## src/core/cise_defs.svh

```systemverilog
// constants for the instruction subset execution block
// assumes inclusion by the package and the core file only
`ifndef CISE_DEFS_SVH
`define CISE_DEFS_SVH
`define CISE_FADDR_W 6
`define CISE_ROM_W 14
`define CISE_ROM_ADDR_W 11
`define CISE_HALF_LO 3
`define CISE_NIB_HI_LO 4
`define CISE_BYTE_HI 7
`define CISE_TABLE_HIGH_POINTER_LO 2
`define CISE_TABLE_HIGH_DATA_HI 5
`define CISE_ROM_HI 13
`define CISE_ROM_LO_HI 7
`define CISE_ACC_RST 8'h00
`define CISE_TIMER0_MODE_REGISTER_RST 8'h00
`define CISE_TABLE_HIGH_DATA_RST 6'h00
`define CISE_ZERO8 8'h00
`define CISE_SYNC_DEPTH 3
`endif

```

## src/core/cise_pkg.sv

```systemverilog
// types for the instruction subset execution block
// assumes cise_defs.svh is on the include path
`include "cise_defs.svh"
package cise_pkg;
    typedef enum logic [3:0] {
        CISE_OP_NOP = 4'h0,
        CISE_OP_SUB_FILE = 4'h1,
        CISE_OP_SWAP = 4'h2,
        CISE_OP_SUB_IMM = 4'h3,
        CISE_OP_TABLE = 4'h4,
        CISE_OP_TIMER0_MODE_REGISTER_LD = 4'h5,
        CISE_OP_TIMER0_MODE_REGISTER_RD = 4'h6,
        CISE_OP_XOR_FILE = 4'h7,
        CISE_OP_XOR_IMM = 4'h8
    } cise_op_t;
    typedef struct packed {
        cise_op_t op;
        logic dest_sel;
        logic [`CISE_FADDR_W-1:0] faddr;
        logic [7:0] operand;
    } cise_instr_t;
    typedef struct packed {
        logic zero;
        logic half_carry_flag;
        logic carry;
    } cise_flags_t;
    typedef enum logic [0:0] {
        CISE_ST_IDLE = 1'b0,
        CISE_ST_TABLE = 1'b1
    } cise_state_t;
endpackage

```

## src/core/cise_core.sv

```systemverilog
// execution core for a subset of instructions of an 8-bit controller
// assumes the sequencer issues one instruction per cycle on sys_clk, holds off while busy,
// and returns file register contents combinationally for the issued address
//
// What this block does
// RULE_01: file minus accumulator, flags, destination select
// RULE_02: swap nibbles of file, flags untouched
// RULE_03: immediate minus accumulator into accumulator, one cycle
// RULE_04: table address from pointer and accumulator
// RULE_05: table upper six bits to data, two cycles
// RULE_06: accumulator loads timer0 mode register, one cycle
// RULE_07: timer0 mode register read into accumulator
// RULE_08: xor file with accumulator, zero only
// RULE_09: xor immediate with accumulator, zero only
// RULE_10: carry and half carry mean no borrow
// RULE_11: zero flag set on zero result
//
// Implementation choices: the strobed register port and the register offsets.
`timescale 1ns/1ps
`include "cise_defs.svh"
module cise_core (
    input wire logic sys_clk,
    input wire logic sys_rst,
    input wire logic clk_en,
    input wire logic instr_valid,
    input wire cise_pkg::cise_instr_t instr,
    input wire logic [7:0] file_rdata,
    input wire logic [2:0] table_high_pointer,
    input wire logic [`CISE_ROM_W-1:0] rom_rdata,
    input wire cise_pkg::cise_flags_t flags_in,
    output logic [7:0] acc,
    output logic [7:0] timer0_mode_register,
    output logic [5:0] table_high_data,
    output cise_pkg::cise_flags_t flags,
    output logic [`CISE_ROM_ADDR_W-1:0] rom_addr,
    output logic rom_rd,
    output logic file_we,
    output logic [`CISE_FADDR_W-1:0] file_waddr,
    output logic [7:0] file_wdata,
    output logic busy
);
    import cise_pkg::*;

    // ----------------------------------------
    // arithmetic
    // ----------------------------------------
    // subtraction as a + ~acc + 1: carry out is the no-borrow flag
    wire logic is_sub_file = instr.op == CISE_OP_SUB_FILE;
    wire logic is_sub_imm = instr.op == CISE_OP_SUB_IMM;
    wire logic is_xor_file = instr.op == CISE_OP_XOR_FILE;
    wire logic is_xor_imm = instr.op == CISE_OP_XOR_IMM;
    wire logic is_swap = instr.op == CISE_OP_SWAP;
    wire logic [7:0] minuend = is_sub_imm ? instr.operand : file_rdata;
    wire logic [8:0] diff = {1'b0, minuend} + {1'b0, ~acc} + 9'h001; // RULE_01 RULE_03
    wire logic [4:0] diff_lo = {1'b0, minuend[`CISE_HALF_LO:0]} + {1'b0, ~acc[`CISE_HALF_LO:0]} + 5'h01;
    wire logic [7:0] xor_src = is_xor_imm ? instr.operand : file_rdata;
    wire logic [7:0] xor_res = acc ^ xor_src; // RULE_08 RULE_09
    // nibble halves trade places; the flags bypass this path entirely
    wire logic [7:0] swap_res = {file_rdata[`CISE_HALF_LO:0], file_rdata[`CISE_BYTE_HI:`CISE_NIB_HI_LO]}; // RULE_02
    wire logic is_sub = is_sub_file | is_sub_imm;
    wire logic is_xor = is_xor_file | is_xor_imm;
    wire logic [7:0] alu_res = is_sub ? diff[7:0] : (is_xor ? xor_res : swap_res);
    wire logic alu_op = is_sub | is_xor | is_swap;
    wire logic to_file = (is_sub_file | is_xor_file | is_swap) & instr.dest_sel;
    wire logic res_zero = alu_res == `CISE_ZERO8; // RULE_11

    // ----------------------------------------
    // sequencing
    // ----------------------------------------
    cise_state_t state;
    cise_state_t next_state;
    // an instruction is taken only from idle; while busy it is ignored, not queued
    wire logic go = clk_en & instr_valid & (state == CISE_ST_IDLE);

    always_comb begin
        case (state)
            CISE_ST_IDLE: next_state = (go && instr.op == CISE_OP_TABLE) ? CISE_ST_TABLE : CISE_ST_IDLE;
            CISE_ST_TABLE: next_state = CISE_ST_IDLE; // RULE_05
            default: next_state = CISE_ST_IDLE;
        endcase
    end

    // flags start from the caller's status so that untouched bits pass through
    cise_flags_t next_flags;
    always_comb begin
        next_flags = flags_in;
        if (is_sub) begin
            next_flags.carry = diff[8]; // RULE_10
            next_flags.half_carry_flag = diff_lo[4]; // RULE_10
        end
        if (is_sub | is_xor) begin
            next_flags.zero = res_zero; // RULE_11
        end
    end

    always_ff @(posedge sys_clk or posedge sys_rst) begin
        if (sys_rst) begin
            state <= CISE_ST_IDLE;
        end else if (clk_en) begin
            state <= next_state;
        end
    end

    // ----------------------------------------
    // registers
    // ----------------------------------------
    always_ff @(posedge sys_clk or posedge sys_rst) begin
        if (sys_rst) begin
            acc <= `CISE_ACC_RST;
            timer0_mode_register <= `CISE_TIMER0_MODE_REGISTER_RST;
            table_high_data <= `CISE_TABLE_HIGH_DATA_RST;
            flags <= '0;
            rom_addr <= '0;
            rom_rd <= 1'b0;
            file_we <= 1'b0;
            file_waddr <= '0;
            file_wdata <= `CISE_ZERO8;
            busy <= 1'b0;
        end else if (clk_en) begin
            file_we <= 1'b0;
            rom_rd <= 1'b0;
            busy <= go && instr.op == CISE_OP_TABLE;
            if (go) begin
                flags <= next_flags;
                if (alu_op && !to_file) begin
                    acc <= alu_res; // RULE_01 RULE_02 RULE_03 RULE_08 RULE_09
                end
                if (alu_op && to_file) begin
                    file_we <= 1'b1; // RULE_01 RULE_02 RULE_08
                    file_waddr <= instr.faddr;
                    file_wdata <= alu_res;
                end
                if (instr.op == CISE_OP_TIMER0_MODE_REGISTER_LD) begin
                    timer0_mode_register <= acc; // RULE_06
                end
                if (instr.op == CISE_OP_TIMER0_MODE_REGISTER_RD) begin
                    acc <= timer0_mode_register; // RULE_07
                end
                if (instr.op == CISE_OP_TABLE) begin
                    // pointer sampled at issue; later pointer changes cannot move the fetch
                    rom_addr <= {table_high_pointer[`CISE_TABLE_HIGH_POINTER_LO:0], acc}; // RULE_04
                    rom_rd <= 1'b1;
                end
            end
            // the rom word lands in the second cycle, while go is held off
            if (state == CISE_ST_TABLE) begin
                acc <= rom_rdata[`CISE_ROM_LO_HI:0]; // RULE_04
                table_high_data <= rom_rdata[`CISE_ROM_HI:`CISE_ROM_LO_HI+1]; // RULE_05
            end
        end
    end

    // ----------------------------------------
    // checks
    // ----------------------------------------
    property p_sub_imm;
        @(posedge sys_clk) disable iff (sys_rst)
        go && is_sub_imm |=> !file_we && acc == $past(instr.operand) - $past(acc);
    endproperty
    a_sub_imm: assert property (p_sub_imm) else $error("immediate subtract wrong"); // RULE_03

    property p_sub_file_dest;
        @(posedge sys_clk) disable iff (sys_rst)
        go && is_sub_file && instr.dest_sel |=> file_we && acc == $past(acc)
            && file_waddr == $past(instr.faddr)
            && file_wdata == $past(file_rdata) - $past(acc);
    endproperty
    a_sub_file_dest: assert property (p_sub_file_dest) else $error("file subtract wrong"); // RULE_01

    property p_sub_file_acc;
        @(posedge sys_clk) disable iff (sys_rst)
        go && is_sub_file && !instr.dest_sel |=> !file_we
            && acc == $past(file_rdata) - $past(acc);
    endproperty
    a_sub_file_acc: assert property (p_sub_file_acc) else $error("file subtract to acc wrong"); // RULE_01

    // carry and half carry read as no borrow, so equal operands set both
    property p_carry;
        @(posedge sys_clk) disable iff (sys_rst)
        go && is_sub |=> flags.carry == ($past(minuend) >= $past(acc));
    endproperty
    a_carry: assert property (p_carry) else $error("carry not no-borrow"); // RULE_10

    property p_half;
        @(posedge sys_clk) disable iff (sys_rst)
        go && is_sub |=> flags.half_carry_flag
            == ($past(minuend[`CISE_HALF_LO:0]) >= $past(acc[`CISE_HALF_LO:0]));
    endproperty
    a_half: assert property (p_half) else $error("half carry not no-borrow"); // RULE_10

    property p_sub_zero;
        @(posedge sys_clk) disable iff (sys_rst)
        go && is_sub |=> flags.zero == ($past(minuend) == $past(acc));
    endproperty
    a_sub_zero: assert property (p_sub_zero) else $error("subtract zero flag wrong"); // RULE_11

    // ----------------------------------------
    // checks: swap and exclusive or
    // ----------------------------------------
    property p_swap;
        @(posedge sys_clk) disable iff (sys_rst)
        go && is_swap && !instr.dest_sel |=> !file_we && acc == {$past(file_rdata[`CISE_HALF_LO:0]),
            $past(file_rdata[`CISE_BYTE_HI:`CISE_NIB_HI_LO])} && flags == $past(flags_in);
    endproperty
    a_swap: assert property (p_swap) else $error("swap wrong"); // RULE_02

    property p_swap_file;
        @(posedge sys_clk) disable iff (sys_rst)
        go && is_swap && instr.dest_sel |=> file_we && acc == $past(acc) && flags == $past(flags_in)
            && file_wdata == {$past(file_rdata[`CISE_HALF_LO:0]), $past(file_rdata[`CISE_BYTE_HI:`CISE_NIB_HI_LO])};
    endproperty
    a_swap_file: assert property (p_swap_file) else $error("swap to file wrong"); // RULE_02

    property p_xor_zero;
        @(posedge sys_clk) disable iff (sys_rst)
        go && is_xor |=> flags.zero == ($past(acc) == $past(xor_src))
            && flags.carry == $past(flags_in.carry);
    endproperty
    a_xor_zero: assert property (p_xor_zero) else $error("xor flags wrong"); // RULE_08 RULE_09 RULE_11

    property p_xor_half;
        @(posedge sys_clk) disable iff (sys_rst)
        go && is_xor |=> flags.half_carry_flag == $past(flags_in.half_carry_flag);
    endproperty
    a_xor_half: assert property (p_xor_half) else $error("xor touched half carry"); // RULE_08 RULE_09

    property p_xor_imm_acc;
        @(posedge sys_clk) disable iff (sys_rst)
        go && is_xor_imm |=> !file_we && acc == ($past(acc) ^ $past(instr.operand));
    endproperty
    a_xor_imm_acc: assert property (p_xor_imm_acc) else $error("xor immediate result wrong"); // RULE_09

    property p_xor_file_acc;
        @(posedge sys_clk) disable iff (sys_rst)
        go && is_xor_file && !instr.dest_sel |=> !file_we && acc == ($past(acc) ^ $past(file_rdata));
    endproperty
    a_xor_file_acc: assert property (p_xor_file_acc) else $error("xor file to acc wrong"); // RULE_08

    property p_xor_file;
        @(posedge sys_clk) disable iff (sys_rst)
        go && is_xor_file && instr.dest_sel |=> file_we && acc == $past(acc)
            && file_waddr == $past(instr.faddr) && file_wdata == ($past(acc) ^ $past(file_rdata));
    endproperty
    a_xor_file: assert property (p_xor_file) else $error("xor to file wrong"); // RULE_08

    // ----------------------------------------
    // checks: table read
    // ----------------------------------------
    property p_table_addr;
        @(posedge sys_clk) disable iff (sys_rst)
        go && instr.op == CISE_OP_TABLE |=> rom_rd && busy
            && rom_addr == {$past(table_high_pointer), $past(acc)};
    endproperty
    a_table_addr: assert property (p_table_addr) else $error("table address wrong"); // RULE_04

    property p_table;
        @(posedge sys_clk) disable iff (sys_rst)
        go && instr.op == CISE_OP_TABLE && clk_en ##1 clk_en |=> acc == $past(rom_rdata[`CISE_ROM_LO_HI:0])
            && table_high_data == $past(rom_rdata[`CISE_ROM_HI:`CISE_ROM_LO_HI+1]) && $past(busy);
    endproperty
    a_table: assert property (p_table) else $error("table read wrong"); // RULE_04 RULE_05

    // an instruction offered during the busy cycle must leave no trace
    property p_busy_refuse;
        @(posedge sys_clk) disable iff (sys_rst)
        busy && clk_en |=> !busy && !rom_rd && !file_we && flags == $past(flags);
    endproperty
    a_busy_refuse: assert property (p_busy_refuse) else $error("instruction taken while busy"); // RULE_05

    property p_rom_rd_pulse;
        @(posedge sys_clk) disable iff (sys_rst)
        rom_rd && clk_en |=> !rom_rd;
    endproperty
    a_rom_rd_pulse: assert property (p_rom_rd_pulse) else $error("rom read strobe too long"); // RULE_05

    // ----------------------------------------
    // checks: timer0 mode register and clock enable
    // ----------------------------------------
    property p_timer0_mode_register;
        @(posedge sys_clk) disable iff (sys_rst)
        go && instr.op == CISE_OP_TIMER0_MODE_REGISTER_LD |=> timer0_mode_register == $past(acc)
            && flags == $past(flags_in);
    endproperty
    a_timer0_mode_register: assert property (p_timer0_mode_register) else $error("mode load wrong"); // RULE_06

    property p_timer0_mode_register_acc;
        @(posedge sys_clk) disable iff (sys_rst)
        go && instr.op == CISE_OP_TIMER0_MODE_REGISTER_LD |=> !file_we && acc == $past(acc);
    endproperty
    a_timer0_mode_register_acc: assert property (p_timer0_mode_register_acc) else $error("mode load moved acc"); // RULE_06

    property p_timer0_mode_read;
        @(posedge sys_clk) disable iff (sys_rst)
        go && instr.op == CISE_OP_TIMER0_MODE_REGISTER_RD |=> acc == $past(timer0_mode_register);
    endproperty
    a_timer0_mode_read: assert property (p_timer0_mode_read) else $error("mode read wrong"); // RULE_07

    property p_timer0_mode_read_flags;
        @(posedge sys_clk) disable iff (sys_rst)
        go && instr.op == CISE_OP_TIMER0_MODE_REGISTER_RD |=> flags == $past(flags_in) && !file_we
            && timer0_mode_register == $past(timer0_mode_register);
    endproperty
    a_timer0_mode_read_flags: assert property (p_timer0_mode_read_flags) else $error("mode read side effect"); // RULE_07

    // a low enable must leave every register where it was, busy cycle included
    property p_freeze;
        @(posedge sys_clk) disable iff (sys_rst)
        !clk_en |=> acc == $past(acc) && flags == $past(flags) && busy == $past(busy)
            && file_we == $past(file_we) && timer0_mode_register == $past(timer0_mode_register);
    endproperty
    a_freeze: assert property (p_freeze) else $error("state moved while clock enable low");
endmodule

```

## config.mk

```make
export PLATFORM = sky130hd
export DESIGN_NAME = cise_core
export DESIGN_NICKNAME = d
export VERILOG_FILES = /design/src/core/cise_pkg.sv /design/src/core/cise_core.sv
export VERILOG_INCLUDE_DIRS = /design/src /design/src/core
export SDC_FILE = /design/constraint.sdc
export NUM_CORES = 1
export LEC_CHECK = 0
export BUFFER_PORTS_ARGS = -buffer_cell sky130_fd_sc_hd__buf_4
export CAP_MARGIN = 20
export CORE_ASPECT_RATIO = 0.6
export CORE_UTILIZATION = 25
export CTS_BUF_LIST = sky130_fd_sc_hd__clkbuf_16
export DETAILED_ROUTE_END_ITERATION = 7
export PLACE_DENSITY = 0.47
export SLEW_MARGIN = 30
export SYNTH_ARGS = -nofsm -noshare
export SYNTH_HDL_FRONTEND = slang
export SYNTH_SLANG_ARGS = --single-unit
export TNS_END_PERCENT = 1
```

## constraint.sdc

```tcl
create_clock -name sys_clk -period 2.5 [get_ports sys_clk]
set_input_delay 0.125 -clock sys_clk [delete_from_list [all_inputs] [get_ports sys_clk]]
set_output_delay 0.125 -clock sys_clk [all_outputs]
set_load 0.05 [all_outputs]
```

==> summary.txt <==
Yosys
  – Post-Synthesis Cells: around 290
  – Avg Cell Area, Syn: 10.5 sq um
  – Synth top area cells: dfrtp_1 (43%), mux2_2 (14%), mux2i_1 (4.2%)
  – Post-synth EDFFs: 0
  – Post-synth net total: about 350
  – Mapped cell area: 3070 sq um
  – Sequential fraction of the synthesis area: approximately 43%
  – Share of the synthesized area in the top cell type: between 40 and 50%
  – Yosys Warn Count: 0
  – Fraction of registers with async set or reset after synthesis: 100%
  – Synth unique cells: between 50 and 60
  – Top FF cell, synth: dfrtp_1
  – Seq cells post-synth: 53
  – Cell taking the most area after synthesis: dfrtp_1

Timing
  – Worst-margin pin slew: 0.696 ns
  – Max Freq: between 300 and 400 MHz
  – Final WS setup: -0.0647 ns
  – Period utilisation layout: 103%
  – Slew Limit Fails: 0
  – Final Hold Vio Count: 0
  – Clk_skew: roughly 0.0075 ns
  – Unrepaired setup endpoints after global routing: yes
  – Final Setup Violations: 1
  – Max-Slew Margin vs Limit: 53.6%
  – Post-route minimum period: 2.56 ns

Setup path
  – Crit path max fanout: 8
  – Worst reg2reg startpoint: acc[0]
  – Largest stage delay, worst path: between 0.5 and 0.6 ns
  – CP Capture Type: register
  – Highest-delay cell along the critical path: or4b_4
  – Reg2Reg Depth: 8
  – Crit path required time: ~2.7 ns
  – Cell Chain, Critical Path: buf_6, nand2b_4, nor2_4, and2_4, mux2_4, ha_4, a21o_4, or3_4, o311a_1, or4b_4, o31ai_2
  – R2r setup slk: around 0.06 ns
  – Worst endpoint data arrival time: ~2.8 ns
  – Crit path launch: instr[17]
  – FF-to-FF End: flags[2]
  – Element type at the critical path start: input pin
  – Critical path type: input pin to register

Layout
  – Commonest non-fill, non-tap cell in the layout: buf_4
  – Share of layout cells above drive strength 1: between 50 and 60%
  – Antenna Cells: 0
  – Commonest non-fill, non-tap cells in the layout: buf_4 (145), dfrtp_1 (53), mux2_2 (34)
  – Fin util: about two fifths
  – Area Overhead vs Synth: 49.2%
  – Final Non-Filler Cells: 593
  – Nets: ~500

Power
  – Tot Pwr: 4.17 mW
  – Peak VDD IR: 0.371 mV
  – P_leak: 2.21 nW
  – Pwr per Cell Area: slightly above 900 nW/um^2

Hold path
  – Worst Hold Class: input pin to async pin

Global routing
  – Antenna violations before repair: 0
  – Largest net degree at the start of global routing: 54
  – Vias in the first global route: ~2900
  – Gr usage total: ~16%
  – First-pass GRT wire length: about 16 mm
  – Grt ovf: 0

Placement
  – Post-DP HPWL: 7.91 mm
  – Placed insts: 583
  – # port buffers: 103
  – Final Wtd Congestion: ~0.8

Drt
  – DR DRC count: 0
  – Via density per instance: 4.57
  – DR iter-0 viols: around 150
  – Routed WL per cell: 16.8 um
  – Post-route ant nets: 0
  – Number of detailed-route iterations in the first pass: 4
  – Via count: between 2000 and 3000
  – Final wirelength: around 9.9 mm

Clock tree
  – H-tree levels: 2
  – CTS clk-pin slew, worst paths: approximately 0.07 ns
  – # clock sinks: 53
  – CTS hold repair buffers: 0
  – CTS root buffer: clkbuf_16
  – Skew-Pair Late Insertion Delay: 0.30 ns
  – CTS tree: built
  – CTS Buf Count: 5
  – Max clock buf depth: 2

Floorplanning
  – Area of the core: 11600 sq um
  – Die width: ~150 um
  – Die ar.: roughly 13000 sq um
  – Cell Rows: 30
  – Initial core utilization: approximately a quarter
  – Num ports: about 100
  – Die Y: around 88 um

Run
  – Max Cap Violations: 0

Status
  – Status: finished, violations left
  – Failing checks: setup timing
metal layers:
metal | share of wire (%) | up-vias | track usage (%)
met5 | 0 | - | 0
met4 | 0.38 | 0 | 2.97
met3 | 6.4 | 6 | 4.95
met2 | 40 | 84 | 23.6
met1 | 54 | 1303 | 23.8
li1 | - | 1319 | -
logic make-up (layout without fill, tap and decap cells):
| kind of cell | Yosys count | in the layout | share of synthesized area, % |
|---|---|---|---|
| muxes | 51 | 51 | 18.2 |
| xor gates and xnor gates | 13 | 13 | 3.70 |
| AOI/OAI and AO/OA | 69 | 69 | 14.7 |
| adders and majority gates | 9 | 9 | 3.91 |
| buffers and inverters | 31 | 171 | 5.05 |
| DFF | 53 | 53 | 43.1 |
| and+or+nand+nor | 67 | 67 | 11.4 |
how the worst max path moves through the flow:
stage / to / slack [ns] / cells after the start
after floorplan: flags[2] / -0.58 / 13
after global placement: flags[2] / -0.56 / 12
after detailed placement: flags[2] / -0.61 / 12
after CTS: flags[2] / -0.06 / 11
after global routing: flags[2] / -0.14 / 12
final: flags[2] / -0.06 / 11
area by class of cell:
cell class / count / area, sq um
Multi-Input combinational cell: 209 / 1730
Tap cell: 160 / 200
Fill cell: 1186 / 7050
Sequential cell: 53 / 1330
Clock inverter: 3 / 21.3
Clock buffer: 5 / 125
Timing Repair Buffer: 147 / 1120
Inverter: 16 / 60.1
metrics by stage:
step	hold WS (ns)	TNS, ns	instance area (sq um)	setup slack, ns
2_1_floorplan	0.276	-1.76	3140	-0.584
5_1_grt	0.0511	-0.280	4590	-0.136
6_report	0.0205	-0.0647	4590	-0.0647
4_1_cts	0.0474	-0.0617	4570	-0.0617
3_5_place_dp	0.362	-3.73	4340	-0.612
3_3_place_gp	0.358	-3.36	4340	-0.563
cell usage after synthesis (all sizes together), types with 2 or more instances:
library cell  number
a221o              2
ha                 8
dfrtp             53
buf                7
a21o               5
mux2i             13
inv               16
nand2             32
xor2               3
nand3              3
a22o               2
nor2b              2
o21ai             22
o31ai              4
a211oi             3
mux2              38
and3               2
a21oi             18
nor2              11
clkbuf             8
xnor2             10
and2               3
nand2b             4
o211ai             3
sequential cells by signal, summed over array words and instances (netlist names):
register	count
rom_rd	1
file_wdata	8
file_we	1
table_high_data	6
flags	3
rom_addr	11
timer0_mode_register	8
acc	8
file_waddr	6
state	1
critical path, delay by kind of cell:
| kind | cells | cell delay [ns] |
|---|---|---|
| AO/OA/AOI/OAI | 3 | 0.69 |
| adder cells (fa/ha/maj) | 1 | 0.22 |
| buffers and inverters | 1 | 0.09 |
| multiplexers | 1 | 0.33 |
| AND/OR/NAND/NOR | 5 | 1.33 |
repair_timing:
action	4_1_cts	5_1_grt
setup endpoints to repair	5	6
resized for setup	14	5
gates cloned	0	0
buffers inserted	2	0
pin swaps	9	4
power by group:
part / switching (mW) / internal (mW) / total [mW]
sequential: 0.137 / 1.07 / 1.21
combinational: 1.38 / 0.876 / 2.26
clock: 0.330 / 0.374 / 0.704
total: 1.85 / 2.32 / 4.17
Note: power is estimated with default switching activity, not from simulation.
